[src/hdl/pbr_pkg.sv]
package pbr_pkg;

	// ----------------------------------------------------------------
	// Widths
	// ----------------------------------------------------------------
	localparam int DATA_W  = 64;
	localparam int HALF_W  = 32;
	localparam int BE_W    = 8;
	localparam int CMD_W   = 4;
	localparam int BURST_W = 8;
	localparam int STAT_W  = 4;
	localparam int END_W   = 2;
	localparam int FIFO_DEPTH = 2;

	// ----------------------------------------------------------------
	// Local status codes and end reasons
	// ----------------------------------------------------------------
	localparam logic [STAT_W-1:0] ST_IDLE      = 4'h0;
	localparam logic [STAT_W-1:0] ST_ADDR_LOAD = 4'h1;
	localparam logic [STAT_W-1:0] ST_BUS_TRANS = 4'h2;
	localparam logic [STAT_W-1:0] ST_BUS_TERM  = 4'h3;

	localparam logic [END_W-1:0] END_NONE   = 2'h0;
	localparam logic [END_W-1:0] END_NORMAL = 2'h1;

	// ----------------------------------------------------------------
	// Counts, field positions and reset values
	// ----------------------------------------------------------------
	localparam logic [BURST_W-1:0] BEATS_SPLIT = 8'h02;
	localparam logic [BURST_W-1:0] BEATS_ONE   = 8'h01;
	localparam logic [BURST_W-1:0] BEATS_ZERO  = 8'h00;
	localparam int                 QW_ADDR_BIT = 2;
	localparam logic [HALF_W-1:0]  DWORD_STEP  = 32'h0000_0004;
	localparam logic [HALF_W-1:0]  ADDR_RST    = 32'h0000_0000;
	localparam logic [DATA_W-1:0]  DATA_RST    = 64'h0000_0000_0000_0000;
	localparam logic [BE_W-1:0]    BE_RST      = 8'hff;
	localparam logic [CMD_W-1:0]   CMD_RST     = 4'h0;

endpackage

[src/hdl/pbr_local_if.sv]
`timescale 1ns/1ps

interface pbr_local_if;
	logic                               local_wide_request_n;
	logic [pbr_pkg::HALF_W-1:0]         local_start_addr;
	logic [pbr_pkg::BE_W-1:0]           local_cmd_byte_enable_input;
	logic [pbr_pkg::CMD_W-1:0]          local_cmd;
	logic [pbr_pkg::BURST_W-1:0]        local_burst_size;
	logic                               local_ready_n;
	logic                               local_grant_n;
	logic [pbr_pkg::STAT_W-1:0]         local_transfer_state;
	logic [pbr_pkg::END_W-1:0]          local_end_reason;
	logic [pbr_pkg::BURST_W-1:0]        local_beats_remaining;
	logic                               wide_transfer_flag_n;
	logic                               low_half_strobe_n;
	logic                               high_half_strobe_n;
	logic [pbr_pkg::DATA_W-1:0]         local_data_out;

	modport bridge (
		input  local_wide_request_n,
		input  local_start_addr,
		input  local_cmd_byte_enable_input,
		input  local_cmd,
		input  local_burst_size,
		input  local_ready_n,
		output local_grant_n,
		output local_transfer_state,
		output local_end_reason,
		output local_beats_remaining,
		output wide_transfer_flag_n,
		output low_half_strobe_n,
		output high_half_strobe_n,
		output local_data_out
	);

	modport user (
		output local_wide_request_n,
		output local_start_addr,
		output local_cmd_byte_enable_input,
		output local_cmd,
		output local_burst_size,
		output local_ready_n,
		input  local_grant_n,
		input  local_transfer_state,
		input  local_end_reason,
		input  local_beats_remaining,
		input  wide_transfer_flag_n,
		input  low_half_strobe_n,
		input  high_half_strobe_n,
		input  local_data_out
	);
endinterface

[src/hdl/pbr_bridge.sv]
// Summary of operation
// Two 32-bit PCI phases per local QWORD
// Hold QWORD, steer half; strobes name half
// Aligned start takes low half first
// Local master gives request with address, command, length
// Raise PCI request the clock after request
// Grant locally when gntn low, bus idle
// Request and grant seen: address loading, capture
// Local master drops request after address loading
// Drive frame, req64, address, command; bus transaction
// Load burst counter in address phase
// Local master gives byte enables; ready when able
// Drop reqn after frame with request gone
// Turnaround floats ad, drives enables, irdyn from ready
// Local grant follows gntn deassertion
// No ack64n: clear wide flag, counter two
// Frame held while phases remain; irdyn&trdyn completes
// First word to low half, counter to one
// Low strobe after trdyn and ready both asserted
// Irdyn follows local ready of previous cycle
// Final phase: frame released, irdyn kept
// Second word to high half, counter to zero
// After last phase release bus, report normal termination
// Fixed distinct status codes, stable each clock
`timescale 1ns/1ps

module pbr_bridge (
	// Clock and reset
	input  wire logic                        core_clk,
	input  wire logic                        rst,
	// Local side
	pbr_local_if.bridge                      lb,
	// PCI arbitration
	output      logic                        reqn,
	input  wire logic                        gntn,
	// PCI two-way control pins
	input  wire logic                        framen_in,
	output      logic                        framen_out,
	output      logic                        framen_oe,
	input  wire logic                        irdyn_in,
	output      logic                        irdyn_out,
	output      logic                        irdyn_oe,
	output      logic                        req64n_out,
	output      logic                        req64n_oe,
	// PCI address/data and command
	input  wire logic [pbr_pkg::HALF_W-1:0]  ad_in,
	output      logic [pbr_pkg::HALF_W-1:0]  ad_out,
	output      logic                        ad_oe,
	output      logic [pbr_pkg::CMD_W-1:0]   cben_out,
	output      logic                        cben_oe,
	// PCI target response
	input  wire logic                        trdyn,
	input  wire logic                        devseln,
	input  wire logic                        ack64n
);

	// ----------------------------------------------------------------
	// State
	// ----------------------------------------------------------------
	typedef enum logic [2:0] {
		S_IDLE, S_REQ, S_GRANT, S_LOAD, S_ADDR, S_TURN, S_DATA, S_TERM
	} pbr_state_t;

	pbr_state_t                       state_ff;
	logic                             reqn_ff;
	logic                             lgnt_n_ff;
	logic [pbr_pkg::STAT_W-1:0]       status_ff;
	logic [pbr_pkg::END_W-1:0]        end_ff;
	logic [pbr_pkg::HALF_W-1:0]       addr_ff;
	logic [pbr_pkg::CMD_W-1:0]        cmd_ff;
	logic [pbr_pkg::BURST_W-1:0]      burst_ff;
	logic [pbr_pkg::BURST_W-1:0]      beats_ff;
	logic [pbr_pkg::BE_W-1:0]         be_ff;
	logic                             half_ff;
	logic                             wide_n_ff;
	logic                             framen_ff;
	logic                             framen_oe_ff;
	logic                             irdyn_ff;
	logic                             irdyn_oe_ff;
	logic                             req64n_ff;
	logic                             ad_oe_ff;
	logic                             cben_oe_ff;
	logic [pbr_pkg::CMD_W-1:0]        cben_ff;
	logic [pbr_pkg::DATA_W-1:0]       data_ff;
	logic                             lo_stb_n_ff;
	logic                             hi_stb_n_ff;

	logic                             in_data;
	logic                             phase_done;
	logic                             split_now;
	logic [pbr_pkg::BURST_W-1:0]      nxt_beats;
	logic                             nxt_irdyn;

	// Picks the byte enables of one DWORD half
	function automatic logic [pbr_pkg::CMD_W-1:0] half_be(
		input logic [pbr_pkg::BE_W-1:0] be,
		input logic                     upper
	);
		half_be = upper ? be[7:4] : be[3:0];
	endfunction

	assign in_data    = (state_ff == S_TURN) || (state_ff == S_DATA);
	assign phase_done = in_data && !irdyn_ff && !trdyn;
	assign split_now  = in_data && !wide_n_ff && !devseln && ack64n;

	always_comb begin
		nxt_beats = beats_ff;
		if (split_now) begin
			nxt_beats = phase_done ? pbr_pkg::BEATS_ONE : pbr_pkg::BEATS_SPLIT;
		end else if (phase_done && beats_ff != pbr_pkg::BEATS_ZERO) begin
			nxt_beats = beats_ff - pbr_pkg::BEATS_ONE;
		end
		// Once frame is released irdyn must stay until the last phase ends
		if (framen_ff && !irdyn_ff) begin
			nxt_irdyn = 1'b0;
		end else begin
			nxt_irdyn = lb.local_ready_n;
		end
	end

	// ----------------------------------------------------------------
	// Sequencer and local status
	// ----------------------------------------------------------------
	always_ff @(posedge core_clk) begin
		if (rst) begin
			state_ff  <= S_IDLE;
			status_ff <= pbr_pkg::ST_IDLE;
		end else begin
			case (state_ff)
				S_IDLE: begin
					if (!lb.local_wide_request_n) begin
						state_ff <= S_REQ;
					end
				end
				S_REQ: begin
					if (lb.local_wide_request_n) begin
						state_ff <= S_IDLE;
					end else if (!gntn && framen_in && irdyn_in) begin
						state_ff <= S_GRANT;
					end
				end
				S_GRANT: begin
					if (!lb.local_wide_request_n && !lgnt_n_ff) begin
						state_ff  <= S_LOAD;
						status_ff <= pbr_pkg::ST_ADDR_LOAD;
					end else if (lb.local_wide_request_n) begin
						state_ff <= S_IDLE;
					end else if (lgnt_n_ff) begin
						state_ff <= S_REQ;
					end
				end
				S_LOAD: begin
					if (!gntn) begin
						state_ff  <= S_ADDR;
						status_ff <= pbr_pkg::ST_BUS_TRANS;
					end else begin
						state_ff  <= S_REQ;
						status_ff <= pbr_pkg::ST_IDLE;
					end
				end
				S_ADDR: begin
					state_ff <= S_TURN;
				end
				S_TURN, S_DATA: begin
					if (phase_done && framen_ff) begin
						state_ff  <= S_TERM;
						status_ff <= pbr_pkg::ST_BUS_TERM;
					end else begin
						state_ff <= S_DATA;
					end
				end
				S_TERM: begin
					state_ff  <= S_IDLE;
					status_ff <= pbr_pkg::ST_IDLE;
				end
				default: begin
					state_ff  <= S_IDLE;
					status_ff <= pbr_pkg::ST_IDLE;
				end
			endcase
		end
	end

	// ----------------------------------------------------------------
	// Arbitration: PCI request and local grant
	// ----------------------------------------------------------------
	always_ff @(posedge core_clk) begin
		if (rst) begin
			reqn_ff <= 1'b1;
		end else if (state_ff == S_IDLE && !lb.local_wide_request_n) begin
			reqn_ff <= 1'b0;
		end else if (!framen_ff && framen_oe_ff && lb.local_wide_request_n) begin
			reqn_ff <= 1'b1;
		end else if (state_ff == S_REQ && lb.local_wide_request_n) begin
			reqn_ff <= 1'b1;
		end else if (state_ff == S_TERM) begin
			reqn_ff <= 1'b1;
		end
	end

	always_ff @(posedge core_clk) begin
		if (rst) begin
			lgnt_n_ff <= 1'b1;
		end else if (state_ff == S_REQ) begin
			lgnt_n_ff <= !(!gntn && framen_in && irdyn_in);
		end else if (!lgnt_n_ff) begin
			lgnt_n_ff <= gntn;
		end
	end

	// ----------------------------------------------------------------
	// Captured request and burst counter
	// ----------------------------------------------------------------
	always_ff @(posedge core_clk) begin
		if (rst) begin
			addr_ff  <= pbr_pkg::ADDR_RST;
			cmd_ff   <= pbr_pkg::CMD_RST;
			burst_ff <= pbr_pkg::BEATS_ZERO;
		end else if (state_ff == S_GRANT && !lb.local_wide_request_n && !lgnt_n_ff) begin
			addr_ff  <= lb.local_start_addr;
			cmd_ff   <= lb.local_cmd;
			burst_ff <= lb.local_burst_size;
		end
	end

	always_ff @(posedge core_clk) begin
		if (rst) begin
			beats_ff  <= pbr_pkg::BEATS_ZERO;
			wide_n_ff <= 1'b1;
		end else if (state_ff == S_LOAD && !gntn) begin
			beats_ff  <= burst_ff;
			wide_n_ff <= 1'b0;
		end else begin
			beats_ff <= nxt_beats;
			if (split_now) begin
				wide_n_ff <= 1'b1;
			end
		end
	end

	// ----------------------------------------------------------------
	// PCI pin drivers
	// ----------------------------------------------------------------
	always_ff @(posedge core_clk) begin
		if (rst) begin
			framen_ff    <= 1'b1;
			framen_oe_ff <= 1'b0;
			req64n_ff    <= 1'b1;
			ad_oe_ff     <= 1'b0;
		end else if (state_ff == S_LOAD && !gntn) begin
			framen_ff    <= 1'b0;
			framen_oe_ff <= 1'b1;
			req64n_ff    <= 1'b0;
			ad_oe_ff     <= 1'b1;
		end else if (state_ff == S_ADDR) begin
			ad_oe_ff <= 1'b0;
		end else if (in_data && phase_done && framen_ff) begin
			framen_oe_ff <= 1'b0;
			req64n_ff    <= 1'b1;
		end else if (state_ff == S_DATA && nxt_beats == pbr_pkg::BEATS_ONE && !nxt_irdyn) begin
			framen_ff <= 1'b1;
		end
	end

	always_ff @(posedge core_clk) begin
		if (rst) begin
			irdyn_ff    <= 1'b1;
			irdyn_oe_ff <= 1'b0;
		end else if (state_ff == S_ADDR) begin
			irdyn_ff    <= lb.local_ready_n;
			irdyn_oe_ff <= 1'b1;
		end else if (in_data && phase_done && framen_ff) begin
			irdyn_ff <= 1'b1;
		end else if (in_data) begin
			irdyn_ff <= nxt_irdyn;
		end else if (state_ff == S_TERM) begin
			irdyn_oe_ff <= 1'b0;
		end
	end

	// Enables of the current half go out; the next half follows each phase
	always_ff @(posedge core_clk) begin
		if (rst) begin
			cben_ff    <= pbr_pkg::CMD_RST;
			cben_oe_ff <= 1'b0;
			be_ff      <= pbr_pkg::BE_RST;
			half_ff    <= 1'b0;
		end else if (state_ff == S_LOAD && !gntn) begin
			cben_ff    <= cmd_ff;
			cben_oe_ff <= 1'b1;
			half_ff    <= addr_ff[pbr_pkg::QW_ADDR_BIT];
		end else if (state_ff == S_ADDR) begin
			be_ff   <= lb.local_cmd_byte_enable_input;
			cben_ff <= half_be(lb.local_cmd_byte_enable_input, half_ff);
		end else if (in_data && phase_done && framen_ff) begin
			cben_oe_ff <= 1'b0;
		end else if (phase_done) begin
			half_ff <= !half_ff;
			cben_ff <= half_be(be_ff, !half_ff);
		end
	end

	// ----------------------------------------------------------------
	// Local read data and half strobes
	// ----------------------------------------------------------------
	always_ff @(posedge core_clk) begin
		if (rst) begin
			data_ff     <= pbr_pkg::DATA_RST;
			lo_stb_n_ff <= 1'b1;
			hi_stb_n_ff <= 1'b1;
		end else begin
			lo_stb_n_ff <= 1'b1;
			hi_stb_n_ff <= 1'b1;
			if (phase_done && !half_ff) begin
				data_ff[31:0] <= ad_in;
				lo_stb_n_ff   <= lb.local_ready_n;
			end else if (phase_done) begin
				data_ff[63:32] <= ad_in;
				hi_stb_n_ff    <= lb.local_ready_n;
			end
		end
	end

	always_ff @(posedge core_clk) begin
		if (rst) begin
			end_ff <= pbr_pkg::END_NONE;
		end else if (state_ff == S_TURN || state_ff == S_DATA) begin
			if (phase_done && framen_ff) begin
				end_ff <= pbr_pkg::END_NORMAL;
			end
		end else if (state_ff == S_LOAD) begin
			end_ff <= pbr_pkg::END_NONE;
		end
	end

	// ----------------------------------------------------------------
	// Outputs
	// ----------------------------------------------------------------
	assign reqn                     = reqn_ff;
	assign framen_out               = framen_ff;
	assign framen_oe                = framen_oe_ff;
	assign irdyn_out                = irdyn_ff;
	assign irdyn_oe                 = irdyn_oe_ff;
	assign req64n_out               = req64n_ff;
	assign req64n_oe                = framen_oe_ff;
	assign ad_out                   = addr_ff;
	assign ad_oe                    = ad_oe_ff;
	assign cben_out                 = cben_ff;
	assign cben_oe                  = cben_oe_ff;
	assign lb.local_grant_n         = lgnt_n_ff;
	assign lb.local_transfer_state  = status_ff;
	assign lb.local_end_reason      = end_ff;
	assign lb.local_beats_remaining = beats_ff;
	assign lb.wide_transfer_flag_n  = wide_n_ff;
	assign lb.low_half_strobe_n     = lo_stb_n_ff;
	assign lb.high_half_strobe_n    = hi_stb_n_ff;
	assign lb.local_data_out        = data_ff;

endmodule

[src/flat_wrapper.sv]
// flat-port wrapper written by rule: the top's interface ports become plain ports
module pbr_bridge_flat 
  (core_clk, rst, reqn, gntn, framen_in, framen_out, framen_oe, irdyn_in, irdyn_out, irdyn_oe, req64n_out, req64n_oe, ad_in, ad_out, ad_oe, cben_out, cben_oe, trdyn, devseln, ack64n, lb_local_wide_request_n, lb_local_start_addr, lb_local_cmd_byte_enable_input, lb_local_cmd, lb_local_burst_size, lb_local_ready_n, lb_local_grant_n, lb_local_transfer_state, lb_local_end_reason, lb_local_beats_remaining, lb_wide_transfer_flag_n, lb_low_half_strobe_n, lb_high_half_strobe_n, lb_local_data_out);
  pbr_local_if lb_i ();
  input  wire logic core_clk;
  input  wire logic rst;
  output      logic reqn;
  input  wire logic gntn;
  input  wire logic framen_in;
  output      logic framen_out;
  output      logic framen_oe;
  input  wire logic irdyn_in;
  output      logic irdyn_out;
  output      logic irdyn_oe;
  output      logic req64n_out;
  output      logic req64n_oe;
  input  wire logic [pbr_pkg::HALF_W-1:0] ad_in;
  output      logic [pbr_pkg::HALF_W-1:0] ad_out;
  output      logic ad_oe;
  output      logic [pbr_pkg::CMD_W-1:0] cben_out;
  output      logic cben_oe;
  input  wire logic trdyn;
  input  wire logic devseln;
  input  wire logic ack64n;
  input wire logic [$bits(lb_i.local_wide_request_n)-1:0] lb_local_wide_request_n;
  input wire logic [$bits(lb_i.local_start_addr)-1:0] lb_local_start_addr;
  input wire logic [$bits(lb_i.local_cmd_byte_enable_input)-1:0] lb_local_cmd_byte_enable_input;
  input wire logic [$bits(lb_i.local_cmd)-1:0] lb_local_cmd;
  input wire logic [$bits(lb_i.local_burst_size)-1:0] lb_local_burst_size;
  input wire logic [$bits(lb_i.local_ready_n)-1:0] lb_local_ready_n;
  output wire logic [$bits(lb_i.local_grant_n)-1:0] lb_local_grant_n;
  output wire logic [$bits(lb_i.local_transfer_state)-1:0] lb_local_transfer_state;
  output wire logic [$bits(lb_i.local_end_reason)-1:0] lb_local_end_reason;
  output wire logic [$bits(lb_i.local_beats_remaining)-1:0] lb_local_beats_remaining;
  output wire logic [$bits(lb_i.wide_transfer_flag_n)-1:0] lb_wide_transfer_flag_n;
  output wire logic [$bits(lb_i.low_half_strobe_n)-1:0] lb_low_half_strobe_n;
  output wire logic [$bits(lb_i.high_half_strobe_n)-1:0] lb_high_half_strobe_n;
  output wire logic [$bits(lb_i.local_data_out)-1:0] lb_local_data_out;
  assign lb_i.local_wide_request_n = lb_local_wide_request_n;
  assign lb_i.local_start_addr = lb_local_start_addr;
  assign lb_i.local_cmd_byte_enable_input = lb_local_cmd_byte_enable_input;
  assign lb_i.local_cmd = lb_local_cmd;
  assign lb_i.local_burst_size = lb_local_burst_size;
  assign lb_i.local_ready_n = lb_local_ready_n;
  assign lb_local_grant_n = lb_i.local_grant_n;
  assign lb_local_transfer_state = lb_i.local_transfer_state;
  assign lb_local_end_reason = lb_i.local_end_reason;
  assign lb_local_beats_remaining = lb_i.local_beats_remaining;
  assign lb_wide_transfer_flag_n = lb_i.wide_transfer_flag_n;
  assign lb_low_half_strobe_n = lb_i.low_half_strobe_n;
  assign lb_high_half_strobe_n = lb_i.high_half_strobe_n;
  assign lb_local_data_out = lb_i.local_data_out;
  pbr_bridge u_core (.core_clk(core_clk), .rst(rst), .lb(lb_i), .reqn(reqn), .gntn(gntn), .framen_in(framen_in), .framen_out(framen_out), .framen_oe(framen_oe), .irdyn_in(irdyn_in), .irdyn_out(irdyn_out), .irdyn_oe(irdyn_oe), .req64n_out(req64n_out), .req64n_oe(req64n_oe), .ad_in(ad_in), .ad_out(ad_out), .ad_oe(ad_oe), .cben_out(cben_out), .cben_oe(cben_oe), .trdyn(trdyn), .devseln(devseln), .ack64n(ack64n));
endmodule
[config.mk]
export PLATFORM = sky130hd
export DESIGN_NAME = pbr_bridge_flat
export DESIGN_NICKNAME = d
export VERILOG_FILES = /design/src/hdl/pbr_pkg.sv /design/src/hdl/pbr_local_if.sv /design/src/hdl/pbr_bridge.sv /design/src/flat_wrapper.sv
export SDC_FILE = /design/constraint.sdc
export NUM_CORES = 1
export LEC_CHECK = 0
export BUFFER_PORTS_ARGS = -buffer_cell sky130_fd_sc_hd__buf_2
export CAP_MARGIN = 20
export CORE_UTILIZATION = 35
export CTS_BUF_LIST = sky130_fd_sc_hd__clkbuf_8 sky130_fd_sc_hd__clkbuf_16
export CTS_CLUSTER_SIZE = 12
export DETAILED_ROUTE_END_ITERATION = 6
export SLEW_MARGIN = 15
export SYNTH_ARGS = -nofsm -noshare
export SYNTH_HDL_FRONTEND = slang
export SYNTH_SLANG_ARGS = --single-unit
[constraint.sdc]
create_clock -name core_clk -period 2.5 [get_ports core_clk]
set_clock_uncertainty 0.1 [all_clocks]
set_input_delay 0.25 -clock core_clk [delete_from_list [all_inputs] [get_ports core_clk]]
set_output_delay 0.25 -clock core_clk [all_outputs]
set_load 0.01 [all_outputs]
==> reports/qor.txt, run 1 <==
Core Box Area: 15800 um2
Hold path endpoint: u_core.lb.high_half_strobe_n
Die width: 129 um
Final period util: 0.929
Yosys Warn Count: 0
Minimum clock period: 2.32 ns
DR vias/cell: 4.64
Routed via count: 5759
Longest Clk Path Bufs: 2
Post-synthesis mux area share: 0.0151
PwrDens: 609 nW/um2
Layout cells sized above 1: 0.274
Detailed Route WL: 17.2 mm
Capturing point of the worst reg2reg path: u_core.framen_out
FF-to-FF setup slack: 0.18 ns
Clock sink count: 146
Vert. Die Dim: 129 um
Buffer count from post-CTS setup fixing: 0
Post-route DRC violation count: 0
Worst Tran Pin Value: 0.760 ns
Design area: 8440 um2
HP Class: in -> reg
Pre-CTS WS: 0.109 ns
Crit Path Category: reg -> reg
Pins Over Slew Limit: 0
Clock slew at reported path FFs: 0.06 ns
Reg2reg start: u_core.lb.local_beats_remaining[0]
Peak VDD IR: 450 uV
CTS tree: done
Total negative slack: 0 ns
Worst EP required: 2.71 ns
Post-route ant nets: 0
GR Overflow Total: 0
Slack of the critical path: 0.178 ns
RSZ-0062 raised after global routing: false
Highest Clock Rate: 431 MHz
Mapped Area: 5650 um2
Final hold vios: 0
Syn avg cell area: 7.83 um2
Hold Path Cell Cnt: 3
Max Used Layer: met4
Worst-path fanout max: 5
CTS root buffer: clkbuf_16
Nets: 1107
GRT Util Overall: 0.206
Clk Latency, worst-skew pair: 0.41 ns
Data arrival, critical path: 2.53 ns
Seq/Total Area, Yosys: 0.517
Area fraction in compound gates after synthesis: 0.159
Leakage Power: 3.59 nW
Crit-path max cell delay: 0.50 ns
Critical path cell sequence: inv_1, ha_1, or3b_2, nor2b_2, nor2_1, o211a_1, nor4b_1, a221o_1
DR WL met2: 8.52 mm
Status: complete, no violations
Largest net degree at the start of global routing: 70
Placed instance area: 7000 um2
Starting density of the core: 0.357
Initial antenna violation count: 0
Crit start category: flop
Met1 WL: 7.66 mm
XOR/XNOR Fraction of Synth Area: 0.00753
Buffers on Ports: 217
Cells after Synth: 722
Largest family of logic cells by synthesized area: simple AND/OR/NAND/NOR gates
R2r worst-path depth: 8
Syn-to-layout area delta: 49.4%
Synth Flop Type: dfxtp_1
Drt first pass iters: 5
Vias in the first global route: 5504
Met3 WL: 780 um
Worst Hold Launch: lb_local_ready_n
Core Rows: 46
Ports: 221
H-tree depth: 4
Slew headroom: 0.493
DP HPWL: 11.0 mm
Placer Congestion: 0.815
Synth cell types: 50
Max-cap viol count: 0
Adder-cell share of the synthesized area: 0.00443
Final setup violation count: 0
Register bit total from synthesis: 146
Number of flops mapped to enable cells by yosys: 0
Global-route wire length before repair: 27.0 mm
Die area: 16700 um2
Async SR Flop Fraction: 0
Post-Synth Simple-Gate Area: 0.255
Critical Path Sink Type: flop
Initial DRC count: 295
CTS buffer count: 17
Slowest cell on crit path: or3b_2
Routed wire per std cell: 13.9 um
[through the flow]
step           cells   util  power, mW  hold WS, ns
3_5_place_dp    1123  0.442       2.56        0.343
4_1_cts         1240  0.533       5.21      0.00665
2_1_floorplan    724      -       2.45        0.242
6_report        1241  0.534       5.14       0.0266
5_1_grt         1240  0.533       5.33       0.0250
3_3_place_gp    1123  0.442       2.56        0.340
[synthesized netlist by cell type (all sizes together) (3+ instances only)]
cell,number,area (um2)
inv,5,18.8
mux2,4,45.0
a221oi,4,35.0
dfxtp,146,2920
nand4,3,18.8
and2,5,31.3
buf,8,48.8
mux2i,4,40.0
nor3,4,20.0
clkbuf,45,169
nor2b,4,25.0
a21oi,125,626
nand3b,10,75.1
nor2,34,128
a311oi,3,26.3
a211oi,7,52.6
o21ai,4,20.0
nand2,263,987
nor3b,3,22.5
[worst max-delay path: cells and delay by family, from the launching register on]
family | cells | cell delay, ns
AOI/OAI and AO/OA | 2 | 0.55
DFF | 1 | 0.34
buffers and inverters | 1 | 0.09
and+or+nand+nor | 4 | 0.95
adders and majority gates | 1 | 0.18
[layer usage]
| layer | GRT usage | vias to the layer above |
|---|---|---|
| met5 | 0 | - |
| met3 | 0.0603 | 21 |
| met4 | 0.0678 | 0 |
| met2 | 0.350 | 142 |
| li1 | - | 2959 |
| met1 | 0.250 | 2637 |
[layout by cell type (no fill, tap or decap), drive strengths merged, types with 5 or more instances in the layout]
cell type      n
nor2          34
and2           5
nand3b        10
buf          236
nand2        263
dlygate4sd3   85
clkbuf        17
a21oi        125
dfxtp        146
inv           11
a211oi         7
[state kept, by name, summed over array words and instances (netlist names), 2 cells and up]
name / flops
u_core.state_ff: 3
u_core.cben_out: 4
u_core.lb.local_transfer_state: 2
u_core.ad_out: 32
u_core.burst_ff: 8
u_core.lb.local_data_out: 64
u_core.cmd_ff: 4
u_core.be_ff: 8
u_core.lb.local_beats_remaining: 8
[logic make-up (layout without fill, tap and decap cells)]
kind of cell | Yosys count | count (layout)
AO/OA/AOI/OAI | 159 | 159
XOR/XNOR | 4 | 4
adder cells (fa/ha/maj) | 2 | 2
buffers and inverters | 58 | 358
flip-flops | 146 | 146
multiplexers | 8 | 8
other | 1 | 4
AND/OR/NAND/NOR | 344 | 344
[final cells by class]
type                       instances  area, um2
antenna                            1       2.50
clock buffer                      17        425
clock inverter                    15        160
fill                            1515       7380
inverter                           5       18.8
multi-input combinational        520       2510
sequential                       146       2920
tap                              216        270
timing repair buffer             321       2130
[power by group]
part | switching [mW] | internal [mW] | total [mW]
Combinational | 0.114 | 0.166 | 0.280
Sequential | 0.00376 | 2.33 | 2.33
Clock | 1.05 | 1.48 | 2.53
Total | 1.17 | 3.98 | 5.14
[what timing repair did]
| action | CTS | global route |
|---|---|---|
| endpoints found under the setup margin | 0 | 1 |
| hold buffers | 85 | 0 |
| gates resized for setup | 0 | 2 |
| endpoints found under the hold margin | 117 | 0 |
[worst max-delay path by stage]
stage	end	startpoint	slack, ns	depth (start not counted)
2_1_floorplan	u_core.framen_out	u_core.lb.local_beats_remaining[0]	0.26	8
3_3_place_gp	u_core.framen_out	u_core.lb.local_beats_remaining[0]	0.12	8
3_5_place_dp	u_core.framen_out	u_core.lb.local_beats_remaining[0]	0.11	8
4_1_cts	u_core.framen_out	u_core.lb.local_beats_remaining[0]	0.1	8
5_1_grt	u_core.framen_out	u_core.lb.local_beats_remaining[0]	0.06	8
6_report	u_core.framen_out	u_core.lb.local_beats_remaining[0]	0.18	8
Note: power is estimated with default switching activity, not from simulation.
==> run 2, diff against run 1 <==
==> constraint.sdc (replaced) <==
create_clock -name core_clk -period 2.2 [get_ports core_clk]
set_clock_uncertainty 0.1 [all_clocks]
set_input_delay 0.22 -clock core_clk [delete_from_list [all_inputs] [get_ports core_clk]]
set_output_delay 0.22 -clock core_clk [all_outputs]
set_load 0.01 [all_outputs]
==> run 2 against run 1 <==
Against the previous run:
- worst hold slack improved by 0.0086 ns
- highest routed layer unchanged
- global-route usage rose by 0.36 points
- flip-flop and latch count did not move
- register-to-register slack worse by 0.12 ns
- clock-buffer cell count unchanged
- wire length shrank 0.55%
- cell count rose by 1.5%
- critical endpoint unchanged
==> reports/qor.txt, run 2 (synthesis results as in run 1) <==
H-tree depth: 4
Highest Clock Rate: 467 MHz
Worst Tran Pin Value: 0.648 ns
Clk Latency, worst-skew pair: 0.42 ns
Design area: 8700 um2
Routed wire per std cell: 13.6 um
CTS buffer count: 17
GR Overflow Total: 0
Detailed Route WL: 17.1 mm
Critical path cell sequence: inv_2, ha_4, or3b_4, nor2b_4, or4_1, o211a_1, nor4b_4, a221o_1
Peak VDD IR: 534 uV
Slew headroom: 0.568
Worst Hold Launch: lb_local_cmd_byte_enable_input[7]
Syn-to-layout area delta: 53.9%
Clock sink count: 146
Buf/Inv on CP: 1
Crit-path max cell delay: 0.52 ns
Reg2reg start: u_core.lb.local_beats_remaining[0]
Buffers on Ports: 217
DP HPWL: 11.2 mm
Capturing point of the worst reg2reg path: u_core.framen_out
Post-route DRC violation count: 0
Starting density of the core: 0.357
Worst EP required: 2.41 ns
Final setup violation count: 0
CP top delay family: simple AND/OR/NAND/NOR gates
Most frequent cells in the layout: nand2_1, buf_2, dfxtp_1
Critical path depth in cells: 8
Die area: 16700 um2
HP Class: in -> reg
Worst-path fanout max: 5
Post-Place Cells: 1139
Minimum clock period: 2.14 ns
Longest Clk Path Bufs: 2
Core Box Area: 15800 um2
Critical Path Sink Type: flop
Final hold vios: 0
CTS tree: done
Data arrival, critical path: 2.35 ns
Vias in the first global route: 5748
N_diodes: 0
Placed instance area: 7140 um2
FF-to-FF setup slack: 0.06 ns
Hold Path Cell Cnt: 3
Routed via count: 5910
Layout fillers: 1474
Hold path endpoint: u_core.be_ff[7]
Initial DRC count: 305
CP Launch Point: u_core.lb.local_beats_remaining[0]
Slowest cell on crit path: or4_1
GRT Util Overall: 0.210
Clock slew at reported path FFs: 0.06 ns
Max-cap viol count: 0
Leakage Power: 3.72 nW
Final period util: 0.974
Layout cells sized above 1: 0.299
Crit Path Category: reg -> reg
Ports: 221
Die width: 129 um
PwrDens: 668 nW/um2
Hold Worst Slack: 0.0352 ns
Slack of the critical path: 0.0581 ns
DR vias/cell: 4.69
Cell Count, Final, Fillers Out: 1260
Crit start category: flop
CTS root buffer: clkbuf_16
Initial antenna violation count: 0
Nets: 1127
Most common cell after layout, fill and taps aside: nand2_1
Pre-CTS WS: -0.0563 ns
Status: complete, no violations
Post-route ant nets: 0
Vert. Die Dim: 129 um
R2r worst-path depth: 8
Max reg flops: 64
Pins Over Slew Limit: 0
Core Rows: 46
Global-route wire length before repair: 27.4 mm
Drt first pass iters: 4
Placer Congestion: 0.848
Largest net degree at the start of global routing: 58
run 2: cell types whose count changed in the layout (fill, tap and decap cells not counted), moves of 2 or more:
cell and change:
buf_4 +16, inv_1 -4, dfxtp_1 -3, dfxtp_2 +3, inv_6 +3, buf_12 +2, clkinv_4 -2, dlygate4sd3_1 +2
inv_2 +2
run 2: final cells by class:
| cell class | instances | area, um2 | share of cell area |
|---|---|---|---|
| clock buffer | 17 | 425 | 0.0489 |
| multi-input combinational | 520 | 2600 | 0.299 |
| inverter | 5 | 18.8 | 0.00216 |
| clock inverter | 15 | 148 | 0.0170 |
| sequential | 146 | 2930 | 0.336 |
| tap | 216 | 270 | 0.0311 |
| timing repair buffer | 341 | 2310 | 0.266 |
run 2: worst max path at each step:
stage	slack, ns	to
after global routing	-0.005	u_core.framen_out
after CTS	0.005	u_core.framen_out
after detailed placement	-0.06	u_core.framen_out
after global placement	-0.03	u_core.framen_out
final	0.06	u_core.framen_out
after floorplan	0.007	u_core.framen_out
run 2: layer usage:
metal,part of all wire,vias up,routed length (um),GRT usage
li1,-,3004,-,-
met3,0.056,40,956,0.0537
met1,0.44,2682,7530,0.252
met2,0.48,184,8160,0.353
met4,0.028,0,472,0.0969
met5,0,-,0,0
run 2: tightest hold or removal path, cell delays in order:
cell and delay [ns]:
buf_2 0.08, nand2_1 0.05, or3b_2 0.18
run 2: power by group:
| group | switching (mW) | internal [mW] |
|---|---|---|
| clock network | 1.24 | 1.59 |
| registers | 0.00507 | 2.65 |
| logic | 0.131 | 0.197 |
| total | 1.38 | 4.43 |
run 2: timing repair:
item / in CTS / in global routing
resized for setup: 7 / 12
setup endpoints to repair: 1 / 1
pin swaps: 0 / 6
setup buffers: 0 / 2
endpoints found under the hold margin: 120 / 0
hold buffers: 87 / 0
run 2: stage by stage:
step,util,power [mW],TNS (ns)
floorplan,-,2.79,0
global placement,0.451,2.91,-0.0327
detailed placement,0.451,2.91,-0.0563
CTS,0.545,5.88,0
global route,0.550,6.03,-0.00503
finish,0.550,5.81,0
==> run 3, diff against run 2 <==
--- a/config.mk
+++ b/config.mk
@@ -11,6 +11,7 @@
 export CTS_BUF_LIST = sky130_fd_sc_hd__clkbuf_8 sky130_fd_sc_hd__clkbuf_16
 export CTS_CLUSTER_SIZE = 12
 export DETAILED_ROUTE_END_ITERATION = 6
+export PLACE_DENSITY = 0.64
 export SLEW_MARGIN = 15
 export SYNTH_ARGS = -nofsm -noshare
 export SYNTH_HDL_FRONTEND = slang
==> run 3 against run 2 <==
Against the previous run:
- power is 1.8% higher
- fmax is 0.69% higher
- setup slack better by 0.015 ns
- flip-flop and latch count stayed put
- highest routed layer unchanged
- via count is 1.2% higher
- register-to-register slack hardly changed
- combinational power hardly changed
- final area is 0.79% lower
- wire length is 2.0% higher
==> reports/qor.txt, run 3 (synthesis results as in run 1) <==
Largest net degree at the start of global routing: 69
Worst-path fanout max: 5
Pint: 4.59 mW
Final period util: 0.967
GRT Util Overall: 0.211
H-tree depth: 4
Initial DRC count: 266
DP HPWL: 11.0 mm
Vias in the first global route: 5570
Max reg flops: 64
Peak VDD IR: 503 uV
Buffer count from post-CTS setup fixing: 0
Core Rows: 46
Status: complete, no violations
Routed wire per std cell: 13.9 um
Detailed Route WL: 17.5 mm
Post-Place Cells: 1134
Most common cell after layout, fill and taps aside: nand2_1
Fin util: 0.545
Net Sw Frac: 0.224
Clock sink count: 146
Design area: 8630 um2
PwrDens: 685 nW/um2
Vert. Die Dim: 129 um
CP Launch Point: u_core.lb.local_beats_remaining[1]
Data arrival, critical path: 2.34 ns
N_diodes: 0
Flip-flop and latch area: 2930 um2
Core Box Area: 15800 um2
Final setup violation count: 0
Post-route ant nets: 0
Drt first pass iters: 5
Cell Count, Final, Fillers Out: 1253
Part of the power in registers: 0.448
Worst EP required: 2.42 ns
CTS tree: done
Max-cap viol count: 0
Minimum clock period: 2.13 ns
Placer Congestion: 0.859
Slack of the critical path: 0.0727 ns
Buffers on Ports: 217
CTS root buffer: clkbuf_16
Ports: 221
Global-route wire length before repair: 27.3 mm
Die width: 129 um
Slew headroom: 0.517
Crit start category: flop
Clock slew at reported path FFs: 0.07 ns
Worst Tran Pin Value: 0.725 ns
Crit Path Category: reg -> reg
Post-route DRC violation count: 0
Pins Over Slew Limit: 0
DR vias/cell: 4.77
Layout fillers: 1507
Combinational fraction of design power: 0.055
Starting density of the core: 0.357
Longest Clk Path Bufs: 2
Nets: 1120
GR Overflow Total: 0
Sw power: 1.32 mW
Routed via count: 5980
Worst Hold Launch: lb_local_cmd_byte_enable_input[7]
Reg2reg start: u_core.lb.local_beats_remaining[1]
Initial antenna violation count: 0
Leakage Power: 3.69 nW
Area of the multi-input gates: 2570 um2
Placed instance area: 7090 um2
HP Class: in -> reg
Syn-to-layout area delta: 52.7%
Design Power: 5.92 mW
Die area: 16700 um2
Final hold vios: 0
Highest Clock Rate: 470 MHz
Most frequent cells in the layout: nand2_1, buf_2, dfxtp_1
Clk Latency, worst-skew pair: 0.42 ns
Critical Path Sink Type: flop
Clock power frac: 0.496
Layout cells sized above 1: 0.293
CTS buffer count: 17
Pre-CTS WS: -0.0810 ns
## run 3: changes by cell type in the layout (fill, tap and decap cells not counted), moves of 2 or more
cell | before | now
clkinvlp_4 | 3 | 0
inv_6 | 7 | 4
clkbuf_8 | 0 | 2
buf_4 | 32 | 26
clkinv_4 | 2 | 5
## run 3: worst max-delay path, stage by stage (launching register included)
cell,delay (ns)
dfxtp_2,0.33
inv_2,0.04
ha_2,0.18
or3b_4,0.26
nor2b_4,0.05
or4_1,0.46
o211a_1,0.15
nor4b_2,0.16
a221o_1,0.29
## run 3: area by class of cell
cell class              count  area share
flip-flops and latches    146       0.339
multi-input cells         520       0.297
repair buffers            334       0.260
clock buffers              19      0.0525
well taps                 216      0.0313
clock inverters            13      0.0173
inverters                   5     0.00217
## run 3: path summary, 6_finish.rpt
check,end,slack [ns],depth (start not counted)
setup / recovery,u_core.framen_out,0.07,8
hold reg to reg,u_core.lb.local_beats_remaining[4],0.34,2
setup reg to reg,u_core.framen_out,0.07,8
hold / removal,u_core.be_ff[7],0.03,3
## run 3: power by group through the flow
| stage | sequential (mW) | combinational (mW) | clock (mW) |
|---|---|---|---|
| floorplan | 2.71 | 0.0770 | 0 |
| detailed placement | 2.71 | 0.199 | 0 |
| CTS | 2.65 | 0.321 | 3.01 |
| global route | 2.65 | 0.353 | 3.13 |
| finish | 2.65 | 0.326 | 2.94 |
| global placement | 2.71 | 0.199 | 0 |
## run 3: stage by stage
step	TNS (ns)	hold slack, ns
floorplan	0	0.212
global placement	-0.0237	0.339
CTS	0	0.0120
finish	0	0.0327
detailed placement	-0.0810	0.344
global route	-0.000505	0.0314
## run 3: repair_timing
item,in CTS,in global routing
pin swaps,0,4
setup endpoints to repair,1,1
resized for setup,5,10
hold buffers,87,0
hold endpoints to repair,120,0
## run 3: per-layer routing
layer  GRT usage  routed length, um
met1       0.253               7670
met2       0.359               8560
met3      0.0586                918
met4      0.0810                304
met5           0                  0
